$ cat src/sss_pkg.sv
package sss_pkg;

  // register byte offsets
  localparam logic [7:0] OFF_TX_SYNC_HOLDING = 8'h00;
  localparam logic [7:0] OFF_RX_COMPARE_ZERO = 8'h04;
  localparam logic [7:0] OFF_RX_COMPARE_ONE = 8'h08;
  localparam logic [7:0] OFF_EVENT_STATUS = 8'h0C;
  localparam logic [7:0] OFF_IRQ_ENABLE_SET = 8'h10;
  localparam logic [7:0] OFF_IRQ_ENABLE_CLEAR = 8'h14;
  localparam logic [7:0] OFF_IRQ_MASK = 8'h18;

  // status bit positions
  localparam int NUM_FLAGS = 12;
  localparam int POS_TX_HOLDING_FREE = 0;
  localparam int POS_TX_ALL_SENT = 1;
  localparam int POS_TX_DMA_COUNT_DONE = 2;
  localparam int POS_TX_DMA_BUFFERS_EMPTY = 3;
  localparam int POS_RX_WORD_AVAILABLE = 4;
  localparam int POS_RX_OVERWRITE = 5;
  localparam int POS_RX_DMA_COUNT_DONE = 6;
  localparam int POS_RX_DMA_BUFFERS_FULL = 7;
  localparam int POS_COMPARE_MATCH_ZERO = 8;
  localparam int POS_COMPARE_MATCH_ONE = 9;
  localparam int POS_TX_FRAME_SYNC_SEEN = 10;
  localparam int POS_RX_FRAME_SYNC_SEEN = 11;
  localparam int POS_TX_ENABLED_STATE = 16;
  localparam int POS_RX_ENABLED_STATE = 17;

  // field widths and reset values
  localparam int SYNC_WORD_W = 16;
  localparam int COMPARE_W = 16;
  localparam logic [15:0] RST_SYNC_WORD = 16'h0000;
  localparam logic [15:0] RST_COMPARE = 16'h0000;
  localparam logic [11:0] RST_MASK = 12'h000;

  // axi responses
  localparam logic [1:0] RESP_OKAY = 2'h0;
  localparam logic [1:0] RESP_SLVERR = 2'h2;

  // datapath and dma counter view
  typedef struct packed {
    logic tx_hold_full;
    logic tx_shifting;
    logic tx_dma_count_zero;
    logic tx_dma_next_zero;
    logic tx_dma_cnt_write;
    logic rx_load;
    logic rx_hold_read;
    logic rx_dma_count_zero;
    logic rx_dma_next_zero;
    logic rx_dma_cnt_write;
    logic compare_zero_hit;
    logic compare_one_hit;
    logic tx_sync_event;
    logic rx_sync_event;
    logic tx_enabled;
    logic rx_enabled;
  } sss_dp_t;

endpackage

$ cat src/sss_status_irq.sv
`timescale 1ns/1ps

module sss_status_irq
  import sss_pkg::*;
#(
  parameter int ADDR_W = 8
) (
  // clock and reset
  input wire logic i_ref_clk,
  input wire logic i_sys_rst,
  // axi4-lite write address and data
  input wire logic i_awvalid,
  output logic o_awready,
  input wire logic [ADDR_W-1:0] i_awaddr,
  input wire logic [2:0] i_awprot,
  input wire logic i_wvalid,
  output logic o_wready,
  input wire logic [31:0] i_wdata,
  input wire logic [3:0] i_wstrb,
  // axi4-lite write response
  output logic o_bvalid,
  input wire logic i_bready,
  output logic [1:0] o_bresp,
  // axi4-lite read
  input wire logic i_arvalid,
  output logic o_arready,
  input wire logic [ADDR_W-1:0] i_araddr,
  input wire logic [2:0] i_arprot,
  output logic o_rvalid,
  input wire logic i_rready,
  output logic [31:0] o_rdata,
  output logic [1:0] o_rresp,
  // datapath and dma counter state
  input wire sss_dp_t i_dp,
  // frame sync data output
  input wire logic i_sync_data_output_on,
  input wire logic i_tx_frame_sync,
  input wire logic i_tx_bit_tick,
  output logic o_sync_data_bit,
  output logic o_sync_data_active,
  // compare values to receiver
  output logic [COMPARE_W-1:0] o_compare_zero,
  output logic [COMPARE_W-1:0] o_compare_one,
  // interrupt
  output logic o_irq
);

  ////////////////////////////////////////////////////////////
  // register storage

  logic [SYNC_WORD_W-1:0] tx_sync_word;
  logic [NUM_FLAGS-1:0] irq_mask;
  logic [NUM_FLAGS-1:0] flags;
  logic [31:0] event_status;

  // sticky flag state
  logic tx_dma_count_done;
  logic rx_word_available;
  logic rx_overwrite;
  logic rx_dma_count_done;
  logic rx_zero_prev;
  logic [3:0] sticky;
  logic [3:0] sticky_set;

  ////////////////////////////////////////////////////////////
  // axi write side

  logic aw_held;
  logic w_held;
  logic [ADDR_W-1:0] aw_addr;
  logic [31:0] w_data;
  logic [3:0] w_strb;
  logic do_write;
  logic [31:0] strb_mask;

  function automatic logic hit(input logic [ADDR_W-1:0] addr,
                               input logic [7:0] off);
    hit = (addr[ADDR_W-1:2] == (ADDR_W-2)'(ADDR_W'(off) >> 2));
  endfunction

  function automatic logic mapped(input logic [ADDR_W-1:0] addr);
    mapped = hit(addr, OFF_TX_SYNC_HOLDING) || hit(addr, OFF_RX_COMPARE_ZERO) ||
             hit(addr, OFF_RX_COMPARE_ONE) || hit(addr, OFF_EVENT_STATUS) ||
             hit(addr, OFF_IRQ_ENABLE_SET) || hit(addr, OFF_IRQ_ENABLE_CLEAR) ||
             hit(addr, OFF_IRQ_MASK);
  endfunction

  // byte-strobe merge into a 16-bit register; upper write lanes are dropped
  function automatic logic [15:0] merge_half(input logic [15:0] cur,
                                             input logic [31:0] data,
                                             input logic [31:0] mask);
    merge_half = (cur & ~mask[15:0]) | (data[15:0] & mask[15:0]);
  endfunction

  assign o_awready = !aw_held && !o_bvalid;
  assign o_wready = !w_held && !o_bvalid;
  assign do_write = aw_held && w_held && !o_bvalid;
  assign strb_mask = {{8{w_strb[3]}}, {8{w_strb[2]}}, {8{w_strb[1]}}, {8{w_strb[0]}}};

  always_ff @(posedge i_ref_clk) begin
    if (i_sys_rst) begin
      aw_held <= 1'b0;
      aw_addr <= '0;
    end else if (o_awready && i_awvalid) begin
      aw_held <= 1'b1;
      aw_addr <= i_awaddr;
    end else if (do_write) begin
      aw_held <= 1'b0;
    end
  end

  always_ff @(posedge i_ref_clk) begin
    if (i_sys_rst) begin
      w_held <= 1'b0;
      w_data <= 32'h0000_0000;
      w_strb <= 4'h0;
    end else if (o_wready && i_wvalid) begin
      w_held <= 1'b1;
      w_data <= i_wdata;
      w_strb <= i_wstrb;
    end else if (do_write) begin
      w_held <= 1'b0;
    end
  end

  always_ff @(posedge i_ref_clk) begin
    if (i_sys_rst) begin
      o_bvalid <= 1'b0;
      o_bresp <= RESP_OKAY;
    end else if (do_write) begin
      o_bvalid <= 1'b1;
      o_bresp <= mapped(aw_addr) ? RESP_OKAY : RESP_SLVERR;
    end else if (i_bready) begin
      o_bvalid <= 1'b0;
    end
  end

  ////////////////////////////////////////////////////////////
  // software-written registers

  always_ff @(posedge i_ref_clk) begin
    if (i_sys_rst) begin
      tx_sync_word <= RST_SYNC_WORD;
    end else if (do_write && hit(aw_addr, OFF_TX_SYNC_HOLDING)) begin
      tx_sync_word <= merge_half(tx_sync_word, w_data, strb_mask);
    end
  end

  always_ff @(posedge i_ref_clk) begin
    if (i_sys_rst) begin
      o_compare_zero <= RST_COMPARE;
      o_compare_one <= RST_COMPARE;
    end else if (do_write) begin
      if (hit(aw_addr, OFF_RX_COMPARE_ZERO)) begin
        o_compare_zero <= merge_half(o_compare_zero, w_data, strb_mask);
      end
      if (hit(aw_addr, OFF_RX_COMPARE_ONE)) begin
        o_compare_one <= merge_half(o_compare_one, w_data, strb_mask);
      end
    end
  end

  logic [NUM_FLAGS-1:0] mask_bits;
  logic [NUM_FLAGS-1:0] next_irq_mask;

  assign mask_bits = w_data[NUM_FLAGS-1:0] & strb_mask[NUM_FLAGS-1:0];

  // set and clear are separate addresses, so one write never does both
  always_comb begin
    next_irq_mask = irq_mask;
    if (do_write && hit(aw_addr, OFF_IRQ_ENABLE_SET)) begin
      next_irq_mask = irq_mask | mask_bits;
    end
    if (do_write && hit(aw_addr, OFF_IRQ_ENABLE_CLEAR)) begin
      next_irq_mask = irq_mask & ~mask_bits;
    end
  end

  always_ff @(posedge i_ref_clk) begin
    if (i_sys_rst) begin
      irq_mask <= RST_MASK;
    end else begin
      irq_mask <= next_irq_mask;
    end
  end

  ////////////////////////////////////////////////////////////
  // axi read side

  logic status_read;
  logic ar_take;

  assign o_arready = !o_rvalid;
  assign ar_take = o_arready && i_arvalid;
  assign status_read = ar_take && hit(i_araddr, OFF_EVENT_STATUS);

  always_ff @(posedge i_ref_clk) begin
    if (i_sys_rst) begin
      o_rvalid <= 1'b0;
      o_rresp <= RESP_OKAY;
    end else if (ar_take) begin
      o_rvalid <= 1'b1;
      o_rresp <= mapped(i_araddr) ? RESP_OKAY : RESP_SLVERR;
    end else if (i_rready) begin
      o_rvalid <= 1'b0;
    end
  end

  // data moves only on a taken address, so it stands while rvalid waits
  always_ff @(posedge i_ref_clk) begin
    if (i_sys_rst) begin
      o_rdata <= 32'h0000_0000;
    end else if (ar_take) begin
      if (hit(i_araddr, OFF_TX_SYNC_HOLDING)) begin
        o_rdata <= {16'h0000, tx_sync_word};
      end else if (hit(i_araddr, OFF_RX_COMPARE_ZERO)) begin
        o_rdata <= {16'h0000, o_compare_zero};
      end else if (hit(i_araddr, OFF_RX_COMPARE_ONE)) begin
        o_rdata <= {16'h0000, o_compare_one};
      end else if (hit(i_araddr, OFF_EVENT_STATUS)) begin
        o_rdata <= event_status;
      end else if (hit(i_araddr, OFF_IRQ_MASK)) begin
        o_rdata <= {20'h0_0000, irq_mask};
      end else begin
        o_rdata <= 32'h0000_0000;
      end
    end
  end

  ////////////////////////////////////////////////////////////
  // event flags; in every flag a new set beats a clear in the same cycle

  always_ff @(posedge i_ref_clk) begin
    if (i_sys_rst) begin
      tx_dma_count_done <= 1'b0;
    end else if (i_dp.tx_dma_count_zero) begin
      tx_dma_count_done <= 1'b1;
    end else if (i_dp.tx_dma_cnt_write) begin
      tx_dma_count_done <= 1'b0;
    end
  end

  always_ff @(posedge i_ref_clk) begin
    if (i_sys_rst) begin
      rx_word_available <= 1'b0;
    end else if (i_dp.rx_load) begin
      rx_word_available <= 1'b1;
    end else if (i_dp.rx_hold_read) begin
      rx_word_available <= 1'b0;
    end
  end

  // a read of the old word in the same cycle as the reload is no overrun
  always_ff @(posedge i_ref_clk) begin
    if (i_sys_rst) begin
      rx_overwrite <= 1'b0;
    end else if (i_dp.rx_load && rx_word_available && !i_dp.rx_hold_read) begin
      rx_overwrite <= 1'b1;
    end else if (status_read) begin
      rx_overwrite <= 1'b0;
    end
  end

  always_ff @(posedge i_ref_clk) begin
    if (i_sys_rst) begin
      rx_zero_prev <= 1'b1;
    end else begin
      rx_zero_prev <= i_dp.rx_dma_count_zero;
    end
  end

  // edge, not level: a counter parked at zero must not defeat a counter write
  always_ff @(posedge i_ref_clk) begin
    if (i_sys_rst) begin
      rx_dma_count_done <= 1'b0;
    end else if (i_dp.rx_dma_count_zero && !rx_zero_prev) begin
      rx_dma_count_done <= 1'b1;
    end else if (i_dp.rx_dma_cnt_write) begin
      rx_dma_count_done <= 1'b0;
    end
  end

  assign sticky_set = {i_dp.rx_sync_event, i_dp.tx_sync_event,
                       i_dp.compare_one_hit, i_dp.compare_zero_hit};

  generate
    for (genvar g = 0; g < 4; g++) begin : g_sticky
      always_ff @(posedge i_ref_clk) begin
        if (i_sys_rst) begin
          sticky[g] <= 1'b0;
        end else if (sticky_set[g]) begin
          sticky[g] <= 1'b1;
        end else if (status_read) begin
          sticky[g] <= 1'b0;
        end
      end
    end
  endgenerate

  ////////////////////////////////////////////////////////////
  // status assembly and interrupt

  always_comb begin
    flags = '0;
    flags[POS_TX_HOLDING_FREE] = !i_dp.tx_hold_full;
    flags[POS_TX_ALL_SENT] = !i_dp.tx_hold_full && !i_dp.tx_shifting;
    flags[POS_TX_DMA_COUNT_DONE] = tx_dma_count_done;
    flags[POS_TX_DMA_BUFFERS_EMPTY] = i_dp.tx_dma_count_zero && i_dp.tx_dma_next_zero;
    flags[POS_RX_WORD_AVAILABLE] = rx_word_available;
    flags[POS_RX_OVERWRITE] = rx_overwrite;
    flags[POS_RX_DMA_COUNT_DONE] = rx_dma_count_done;
    flags[POS_RX_DMA_BUFFERS_FULL] = i_dp.rx_dma_count_zero && i_dp.rx_dma_next_zero;
    flags[POS_COMPARE_MATCH_ZERO] = sticky[0];
    flags[POS_COMPARE_MATCH_ONE] = sticky[1];
    flags[POS_TX_FRAME_SYNC_SEEN] = sticky[2];
    flags[POS_RX_FRAME_SYNC_SEEN] = sticky[3];
  end

  always_comb begin
    event_status = 32'h0000_0000;
    event_status[NUM_FLAGS-1:0] = flags;
    event_status[POS_TX_ENABLED_STATE] = i_dp.tx_enabled;
    event_status[POS_RX_ENABLED_STATE] = i_dp.rx_enabled;
  end

  // combinational so the line drops the cycle a flag or mask bit clears
  assign o_irq = |(flags & irq_mask);

  ////////////////////////////////////////////////////////////
  // frame sync data shifter, lsb first

  logic [SYNC_WORD_W-1:0] sync_shift;
  logic frame_sync_prev;

  always_ff @(posedge i_ref_clk) begin
    if (i_sys_rst) begin
      frame_sync_prev <= 1'b0;
    end else begin
      frame_sync_prev <= i_tx_frame_sync;
    end
  end

  always_ff @(posedge i_ref_clk) begin
    if (i_sys_rst) begin
      o_sync_data_active <= 1'b0;
    end else begin
      o_sync_data_active <= i_sync_data_output_on && i_tx_frame_sync;
    end
  end

  // the first bit leaves on the frame sync edge itself, later bits on ticks
  always_ff @(posedge i_ref_clk) begin
    if (i_sys_rst) begin
      sync_shift <= '0;
      o_sync_data_bit <= 1'b0;
    end else if (i_tx_frame_sync && !frame_sync_prev) begin
      sync_shift <= tx_sync_word >> 1;
      o_sync_data_bit <= tx_sync_word[0];
    end else if (i_tx_frame_sync && i_tx_bit_tick) begin
      sync_shift <= sync_shift >> 1;
      o_sync_data_bit <= sync_shift[0];
    end
  end

endmodule

$ cat config.mk
export PLATFORM = sky130hd
export DESIGN_NAME = sss_status_irq
export DESIGN_NICKNAME = d
export VERILOG_FILES = /design/src/sss_pkg.sv /design/src/sss_status_irq.sv
export SDC_FILE = /design/constraint.sdc
export NUM_CORES = 1
export LEC_CHECK = 0
export ABC_AREA = 1
export BUFFER_PORTS_ARGS = -buffer_cell sky130_fd_sc_hd__buf_2
export CAP_MARGIN = 30
export CORE_MARGIN = 4
export CORE_UTILIZATION = 47
export CTS_CLUSTER_SIZE = 24
export DETAILED_ROUTE_END_ITERATION = 10
export GPL_ROUTABILITY_DRIVEN = 0
export PLACE_DENSITY = 0.73
export RECOVER_POWER = 100
export SETUP_SLACK_MARGIN = 0.5
export SYNTH_ARGS = -nofsm -noshare
export SYNTH_HDL_FRONTEND = slang
export SYNTH_SLANG_ARGS = --single-unit
$ cat constraint.sdc
create_clock -name i_ref_clk -period 1.84 [get_ports i_ref_clk]
set_clock_uncertainty 0.15 [all_clocks]
set_input_delay 0.092 -clock i_ref_clk [delete_from_list [all_inputs] [get_ports i_ref_clk]]
set_output_delay 0.092 -clock i_ref_clk [all_outputs]
set_load 0.05 [all_outputs]
* Yosys cells after proc, flatten, opt, wreduce, memory -nomap -nowiden
Index checks and enable logic that the tools add are counted.
** Storage, ports and cells
- Register bits :: 153
- Logic and storage cells :: 144
- Output and inout port bits :: 76
- Input port bits :: 84
** Cells by class
- Reduce and logical (&&, ||, !) cells :: 60
- Equal/unequal tests :: 12
- Bitwise operators :: 13
- Muxes and demuxes :: 32
** Operators with widths (count)
- 18-bit two-way mux :: 4
- 16-bit bitwise AND :: 4
- 16-bit bitwise OR :: 3
- 12-bit bitwise AND :: 3
- 6-bit by 3-bit == test with 1-bit output (second input constant) :: 6
- 12-bit two-way mux :: 3
- 15-bit two-way mux :: 2
- 2-bit nonzero test :: 14
- 6-bit by 2-bit == test with 1-bit output (second input constant) :: 4
- 1-bit two-way mux :: 21
- 1-bit logical AND :: 20
- 16-bit NOT :: 1
- 6-bit by 1-bit == test with 1-bit output (second input constant) :: 2
- 6-bit zero test :: 2
- 1-bit logical OR :: 12
- 12-bit NOT :: 1
- 12-bit bitwise OR :: 1
- 12-bit OR reduction :: 1
- 1-bit zero test :: 9
- 2-bit two-way mux :: 2
- 2-bit AND reduction :: 2

* Depth between registers and ports, before layout
Gate-level depths: netlist of run 1.
- Depth in word-level cells :: 8
- Mapped depth :: 10
- Depth with buffers taken out :: 9

* Worst setup path before layout of run 1
Ideal clock, no wire load.
- Path type :: register -> register
- Start point :: register o_bvalid
- End point :: register w_data[14]
- Library setup time :: 128 ps
- Clock period less this slack :: 2297 ps
- Required time :: 1562 ps
- Setup slack :: -457 ps
- Buffers on the path :: 1
- Arrival time :: 2019 ps
- Stages on the path, launching flop included :: 6
- Path through :: dfxtp_1 -> nor2_1 -> nand2_1 -> clkbuf_1 -> o21ai_0 -> a21oi_1
** Between the ends
- Longest elaborated chain between the ends :: 3
** Ends and longest elaborated chain
- start: declaration :: RTL line sss_status_irq.sv:21 : output logic o_bvalid,
- start signal: assignment :: RTL line sss_status_irq.sv:128 : o_bvalid <= 1'b0;
- start signal: assignment :: RTL line sss_status_irq.sv:131 : o_bvalid <= 1'b1;
- start signal: assignment :: RTL line sss_status_irq.sv:134 : o_bvalid <= 1'b0;
- 1-bit zero test :: RTL line sss_status_irq.sv:96 : assign o_wready = !w_held && !o_bvalid;
- 1-bit logical AND :: RTL line sss_status_irq.sv:96
- via o_wready :: RTL line sss_status_irq.sv:17 : output logic o_wready,
- 1-bit logical AND :: RTL line sss_status_irq.sv:117 : end else if (o_wready && i_wvalid) begin
- end signal: assignment :: RTL line sss_status_irq.sv:119 : w_data <= i_wdata;
- end: declaration :: RTL line sss_status_irq.sv:71 : logic [31:0] w_data;
The timed path passes the listed nets, and every way through them passes these cells.
A chain may end at the register's enable or synchronous reset.

==> metrics.md, run 1 <==
| Metric | Value |
|---|---|
| Comb power frac | 0.145 |
| Worst Setup Start Kind | flop |
| First-pass GRT wire length | 32.1 mm |
| WP data arrival | roughly 2000 ps |
| DRT iter0 DRCs | 742 |
| Async SR Flop Fraction | 0 |
| Routed Wire Length | 23.8 mm |
| Initial DRT Pass Iterations | 5 |
| CP bufs+invs | 1 |
| Vias after detailed routing | around 6700 |
| FP Rows | 40 |
| Worst min path class | in2reg |
| Start of the worst register-to-register path | aw_addr[7]$_SDFFE_PP0P_ |
| Max Slew Vio Count | 0 |
| Max-slew headroom | 0.531 |
| Int Power | 5.72 mW |
| Final Cell Area | 8920 um2 |
| PortBufs | 115 |
| WHS Path Cells | 4 |
| Worst vdd ir | 551 uV |
| Share of post-route cells with drive strength above 1 | 0.319 |
| Setup TNS | -8.84 ps |
| Worst path slowest cell | dfxtp_1 |
| Min Tclk post-route | around 1800 ps |
| Worst path max stage delay | 340 ps |
| Yosys cell types | 34 |
| Ant. Diodes | 0 |
| Max-cap violations | 0 |
| Worst-path clk slew | 60 ps |
| Setup WS pre-CTS | 163 ps |
| Crit path cell chain | nor2_4 -> nand2_4 -> nor2_8 -> nand3_4 -> nor2_2 -> buf_12 -> o21ai_0 -> a21oi_1 |
| Critical path fanouts, max | 8 |
| Global-route usage over all layers | 0.286 |
| Worst Hold End | rx_zero_prev$_SDFF_PP1_ |
| Cell Area, Placed | about 6600 um2 |
| Fmax | 0.541 GHz |
| Die height | 119 um |
| P_sw | 2.24 mW |
| Setup crit end kind | flop |
| CP Depth | 8 |
| Clock latency on the worst-skew pair | 420 ps |
| Synthesized instance count | 768 |
| Outcome | finished with violations |
| Largest net degree at the start of global routing | 86 |
| Clk sinks | 135 |
| Sw Ratio | 0.282 |
| Number of flops mapped to enable cells by yosys | 0 |
| Antenna violations before repair | 0 |
| Core Util, Final | 0.740 |
| TritonCTS clock tree | yes |
| Crit path required time | 2020 ps |
| Mapped Area | between 5000 and 6000 um2 |
| Leakage | between 3 and 4 nW |
| Vias per cell | 5.79 |
| Failing checks | setup timing |
| Number of placed I/O pins | 160 |
| Num CTS Buffers | 17 |
| Clk pwr share | 0.462 |
| Synth Area per Inst | 7.55 um2 |
| Overflow after GRT | 0 |
| Seq/Total Area, Yosys | 0.466 |
| Hold Vio Cnt, Final | 0 |
| Nets | about 1100 |
| Design Power | a little under 8 mW |
| Core area | 12100 um2 |
| Worst setup path category | reg2reg |
| Cells after DPL | 1029 |
| Worst Slack Setup Final | -8.84 ps |
| Drt drc | 0 |
| Non-Filler Instances | about 1200 |
| Die area | 14200 um2 |
| R2R setup slack | -9 ps |
| Sequential fraction of design power | 0.393 |
| Vias in the first global route | approximately 6200 |
| Worst Tran Pin Value | 704 ps |
| Hold wc startpoint | i_sys_rst |
| Horiz. Die Dim | approximately 120 um |
| Period utilization | 1.00 |
| Fillers | 820 |
| Unrepaired setup endpoints after global routing | true |
| Cell area power density | about 890 nW/um2 |
| Yosys warns | 0 |
| Cells on worst reg2reg path | 8 |
| Seq cells post-synth | 135 |
| Root buffer cell | clkbuf_16 |
| Max H-tree Level | 4 |
| Area grow syn2layout | 53.9% |
| Clock tree buffer depth | 2 |
| DPL Wire Length | approximately 12 mm |
| WL/cell | 20.5 um |
| Starting density of the core | 0.480 |
| Cell family with most CP delay | simple AND/OR/NAND/NOR gates |
| DRT antenna net count | 0 |
| Worst hold slack | 10.2 ps |
| Final Setup Violations | 1 |
| Primary FF master, synth | dfxtp_1 |
==> area by class of cell <==
| class | count | area, um2 | share of cell area |
|---|---|---|---|
| clock buffer | 20 | 478 | 0.0536 |
| timing repair buffer | 227 | 1660 | 0.186 |
| sequential | 135 | 2720 | 0.305 |
| tap | 168 | 210 | 0.0236 |
| multi-input combinational | 504 | 3320 | 0.372 |
| clock inverter | 12 | 163 | 0.0182 |
| inverter | 96 | 373 | 0.0418 |
==> placed cells by master, fill, tap and decap left out, drive strengths merged <==
master / Yosys / final
nor2: 68 / 68
clkinv: 1 / 3
dlymetal6s2s: 0 / 1
clkbuf: 25 / 98
nor3: 13 / 13
a221oi: 1 / 1
dlygate4sd3: 0 / 46
nand4: 7 / 7
o22ai: 6 / 6
buf: 30 / 102
nand3: 21 / 21
nand3b: 1 / 1
o211ai: 1 / 1
inv: 95 / 95
o221ai: 8 / 8
nand2: 112 / 119
bufinv: 0 / 3
a211oi: 15 / 15
a31oi: 3 / 3
a21oi: 114 / 114
dfxtp: 135 / 135
conb: 1 / 16
a22o: 1 / 1
o21a: 1 / 1
clkinvlp: 0 / 7
o21ai: 109 / 109
==> logic make-up (layout without fill, tap and decap cells) <==
group           count (synthesis)  after routing  share of synthesized area
compound gates                259            259                      0.240
buf+inv                       151            355                      0.117
flops                         135            135                      0.466
other cells                     1             16                   0.000647
simple gates                  222            229                      0.176
==> repair_timing <==
item | in CTS | in global routing
setup endpoints to repair | 111 | 141
resized for setup | 136 | 157
endpoints found under the hold margin | 44 | 0
cloned | 7 | 9
pin swaps | 20 | 34
setup buffers | 25 | 14
hold buffers | 46 | 0
==> Yosys cell counts, types with 2 or more instances <==
master	n	area share
a21oi_1	114	0.098
clkbuf_1	25	0.016
nand2_1	108	0.070
nand4_1	7	0.0076
buf_4	19	0.025
nand3_2	2	0.0035
nor3_1	12	0.010
inv_1	92	0.060
o21ai_1	7	0.0060
nand2_2	4	0.0043
o22ai_1	6	0.0065
nand3_1	18	0.016
dfxtp_1	135	0.47
inv_2	3	0.0019
a211oi_1	14	0.018
a31oi_1	3	0.0032
buf_2	7	0.0060
o21ai_0	102	0.088
nor2_4	5	0.0097
o221ai_1	8	0.012
nor2_1	57	0.037
buf_6	4	0.0078
nor2_2	5	0.0054
==> worst max path at each step <==
stage	start	to	slack (ps)
after global routing	aw_addr[7]$_SDFFE_PP0P_	flop	-60
after CTS	event_status[8]$_SDFFE_PP0P_	o_irq	140
final	aw_addr[7]$_SDFFE_PP0P_	flop	-9
after floorplan	o_rvalid$_SDFFE_PP0P_	o_rdata[0]$_SDFFE_PP0P_	300
after detailed placement	i_araddr[5]	o_rdata[4]$_SDFFE_PP0P_	160
after global placement	aw_held$_SDFFE_PP0P_	flop	180
==> routing by layer <==
layer  vias up  part of all wire  global-route usage
li1       2973                 -                   -
met1      3126              0.36               0.343
met2       479              0.48               0.486
met3       149             0.088              0.0627
met4         0             0.071               0.137
met5         -                 0                   0
==> worst register-to-register path, cell delays in order, from the launching register on <==
cell and delay, ps:
dfxtp_1 340, nor2_4 160, nand2_4 90, nor2_8 170, nand3_4 120, nor2_2 250
buf_12 170, o21ai_0 110, a21oi_1 210
==> power by group through the flow <==
stage	Combinational [mW]	Sequential, mW	Clock, mW
4_1_cts	0.983	3.11	3.65
5_1_grt	1.21	3.13	3.81
3_5_place_dp	0.732	3.16	0
2_1_floorplan	0.514	3.22	0
6_report	1.15	3.13	3.68
3_3_place_gp	0.726	3.16	0
No activity file was read; power rests on OpenSTA's default activity.
==> run 2, diff against run 1 <==
- PLACE_DENSITY: 0.73 -> not set
- PLACE_DENSITY_LB_ADDON: not set -> 0.08
- clock period: 1.84 -> 1.7 ns (I/O delays scaled with it)
==> run 2 against run 1 <==
  * The flow still finishes with violations (setup timing)
  * Non-clock buffer count grew 17
  * Clock power down 11%
  * Utilization increased by 8.4 points
  * Clock-buffer cell count is 4 higher
  * Worst hold slack gained 37 ps
  * Global-route usage increased by 0.64 points
  * Register-to-register slack worse by 120 ps
==> metrics.md, run 2 (synthesized netlist as in run 1, its figures left out) <==
| Metric | Value |
|---|---|
| Vias per cell | 5.74 (-0.89%) |
| FP Rows | 40 (unchanged) |
| Setup TNS | -324 ps (-315 ps) |
| DRT antenna net count | 0 (unchanged) |
| Crit path required time | 1890 ps (-130 ps) |
| Clock latency on the worst-skew pair | 430 ps (about the same) |
| Die height | 119 um (unchanged) |
| First-pass GRT wire length | 32.6 mm (+1.6%) |
| Cell area power density | 828 nW/um2 (-7.2%) |
| Core Util, Final | 0.824 (+0.0842) |
| Vias after detailed routing | 6759 (+0.48%) |
| Final Setup Violations | 14 (+13) |
| Antenna violations before repair | 0 (unchanged) |
| Min Tclk post-route | 1820 ps (-24.5 ps) |
| Design Power | 8.23 mW (+3.4%) |
| Busiest grt layer | met2 |
| Hold Vio Cnt, Final | 0 (unchanged) |
| Share of post-route cells with drive strength above 1 | 0.483 (+0.164) |
| Met3 layer usage reported by global route | 0.0712 (+0.00855) |
| Core area | 12100 um2 (unchanged) |
| Cells after DPL | 1039 (+0.97%) |
| Multi-input logic area | 3810 um2 (+15%) |
| Worst setup path category | reg2reg |
| Fillers | 669 (-18%) |
| Worst Slack Setup Final | -124 ps (-116 ps) |
| GR Util met2 | 0.496 (+0.00954) |
| TritonCTS clock tree | yes |
| Unrepaired setup endpoints after global routing | true |
| Die area | 14200 um2 (unchanged) |
| Drt drc | 0 (unchanged) |
| Most frequent cells in the layout | inv_1, nand2_1, dfxtp_1, a21oi_2, buf_2 |
| DPL Wire Length | 12.3 mm (+5.8%) |
| Critical path fanouts, max | 12 (+4) |
| Worst min path class | in2reg |
| WP data arrival | 2020 ps (about the same) |
| Routed Wire Length | 24.4 mm (+2.5%) |
| Outcome | finished with violations |
| Horiz. Die Dim | 119 um (unchanged) |
| Global-route usage over all layers | 0.293 (+0.00637) |
| Overflow after GRT | 0 (unchanged) |
| Root buffer cell | clkbuf_16 |
| Worst vdd ir | 891 uV (+62%) |
| Max Slew Vio Count | 0 (unchanged) |
| Starting density of the core | 0.480 (unchanged) |
| Max-cap violations | 0 (unchanged) |
| Worst-path clk slew | 60 ps (about the same) |
| Setup WS pre-CTS | 8.96 ps (-154 ps) |
| Num CTS Buffers | 17 (unchanged) |
| Max H-tree Level | 4 (unchanged) |
| Worst hold slack | 46.8 ps (+36.6 ps) |
| Non-Filler Instances | 1178 (+1.4%) |
| Area grow syn2layout | 71.4% |
| Largest net degree at the start of global routing | 71 (-17%) |
| Setup crit end kind | flop |
| Number of placed I/O pins | 160 (unchanged) |
| Worst Tran Pin Value | 657 ps (-46.9 ps) |
| Failing checks | setup timing |
| Clk sinks | 135 (unchanged) |
| Vias in the first global route | 6198 (+0.065%) |
| PortBufs | 115 (unchanged) |
| Clock tree buffer depth | 2 (unchanged) |
| Period utilization | 1.07 (+0.0683) |
| Fmax | 0.548 GHz (+1.3%) |
| Cell Area, Placed | 6740 um2 (+1.5%) |
| Worst Setup Start Kind | flop |
| Max-slew headroom | 0.564 (+0.0331) |
| Sequential Area | 2840 um2 (+4.2%) |
| DRT iter0 DRCs | 763 (+2.8%) |
| Nets | 1083 (+1.7%) |
| WL/cell | 20.7 um (+1.1%) |
| Met1 Use GR | 0.349 (+0.00579) |
| Most common cell after layout, fill and taps aside | inv_1 |
| Initial DRT Pass Iterations | 6 (+1) |
| Leakage | 4.01 nW (+11%) |
| Final Cell Area | 9940 um2 (+11%) |
-- run 2: cell types whose count changed in the layout (fill, tap and decap cells not counted), moves of 12 or more --
| cell | previous run | this run |
|---|---|---|
| dfxtp_1 | 125 | 69 |
| buf_8 | 0 | 13 |
| dfxtp_4 | 2 | 20 |
| o21ai_2 | 14 | 41 |
| buf_6 | 14 | 34 |
| o21ai_1 | 42 | 30 |
| dfxtp_2 | 8 | 46 |
| o21ai_0 | 48 | 24 |
| a21oi_1 | 69 | 50 |
| clkbuf_1 | 66 | 49 |
| nand2_1 | 93 | 79 |
| a21oi_2 | 41 | 55 |
-- run 2: power by group --
part           internal, mW  switching, mW  leakage, nW
clock network          1.94           1.35        0.255
logic                 0.609          0.967         2.62
registers              3.25          0.113         1.14
-- run 2: final cells by class --
cell class              instances  area share
clock inverters                 5     0.00252
flip-flops and latches        135       0.285
diodes                          1    0.000252
inverters                      96      0.0407
clock buffers                  24      0.0485
repair inverters                1     0.00164
multi-input cells             504       0.384
well taps                     168      0.0212
repair buffers                244       0.216
-- run 2: path summary, 6_finish.rpt --
check,start,cells after the start,slack (ps),end
setup / recovery,aw_addr[4]$_SDFFE_PP0P_,7,-120,flop
hold / removal,i_tx_frame_sync,4,50,o_sync_data_active$_SDFF_PP0_
setup reg to reg,aw_addr[4]$_SDFFE_PP0P_,7,-120,flop
hold reg to reg,flop,2,310,flop
-- run 2: critical path, cell delays in order (launching register included) --
cell and delay [ps]:
dfxtp_1 480, inv_1 110, nor2_1 150, nand2_1 110, buf_12 170, nor3_2 210
o21ai_0 150, a21oi_1 190
-- run 2: what timing repair did --
action,CTS,global route
buffers inserted,33,15
hold endpoints to repair,49,0
gates cloned,11,3
gates resized for setup,348,241
pin swaps,46,57
endpoints found under the setup margin,187,164
hold buffers,47,0
-- run 2: layer usage --
layer	up-vias	part of all wire	routed length, um
li1	3010	-	-
met1	3272	0.36	8890
met2	378	0.52	12800
met3	99	0.071	1730
met4	0	0.040	982
met5	-	0	0
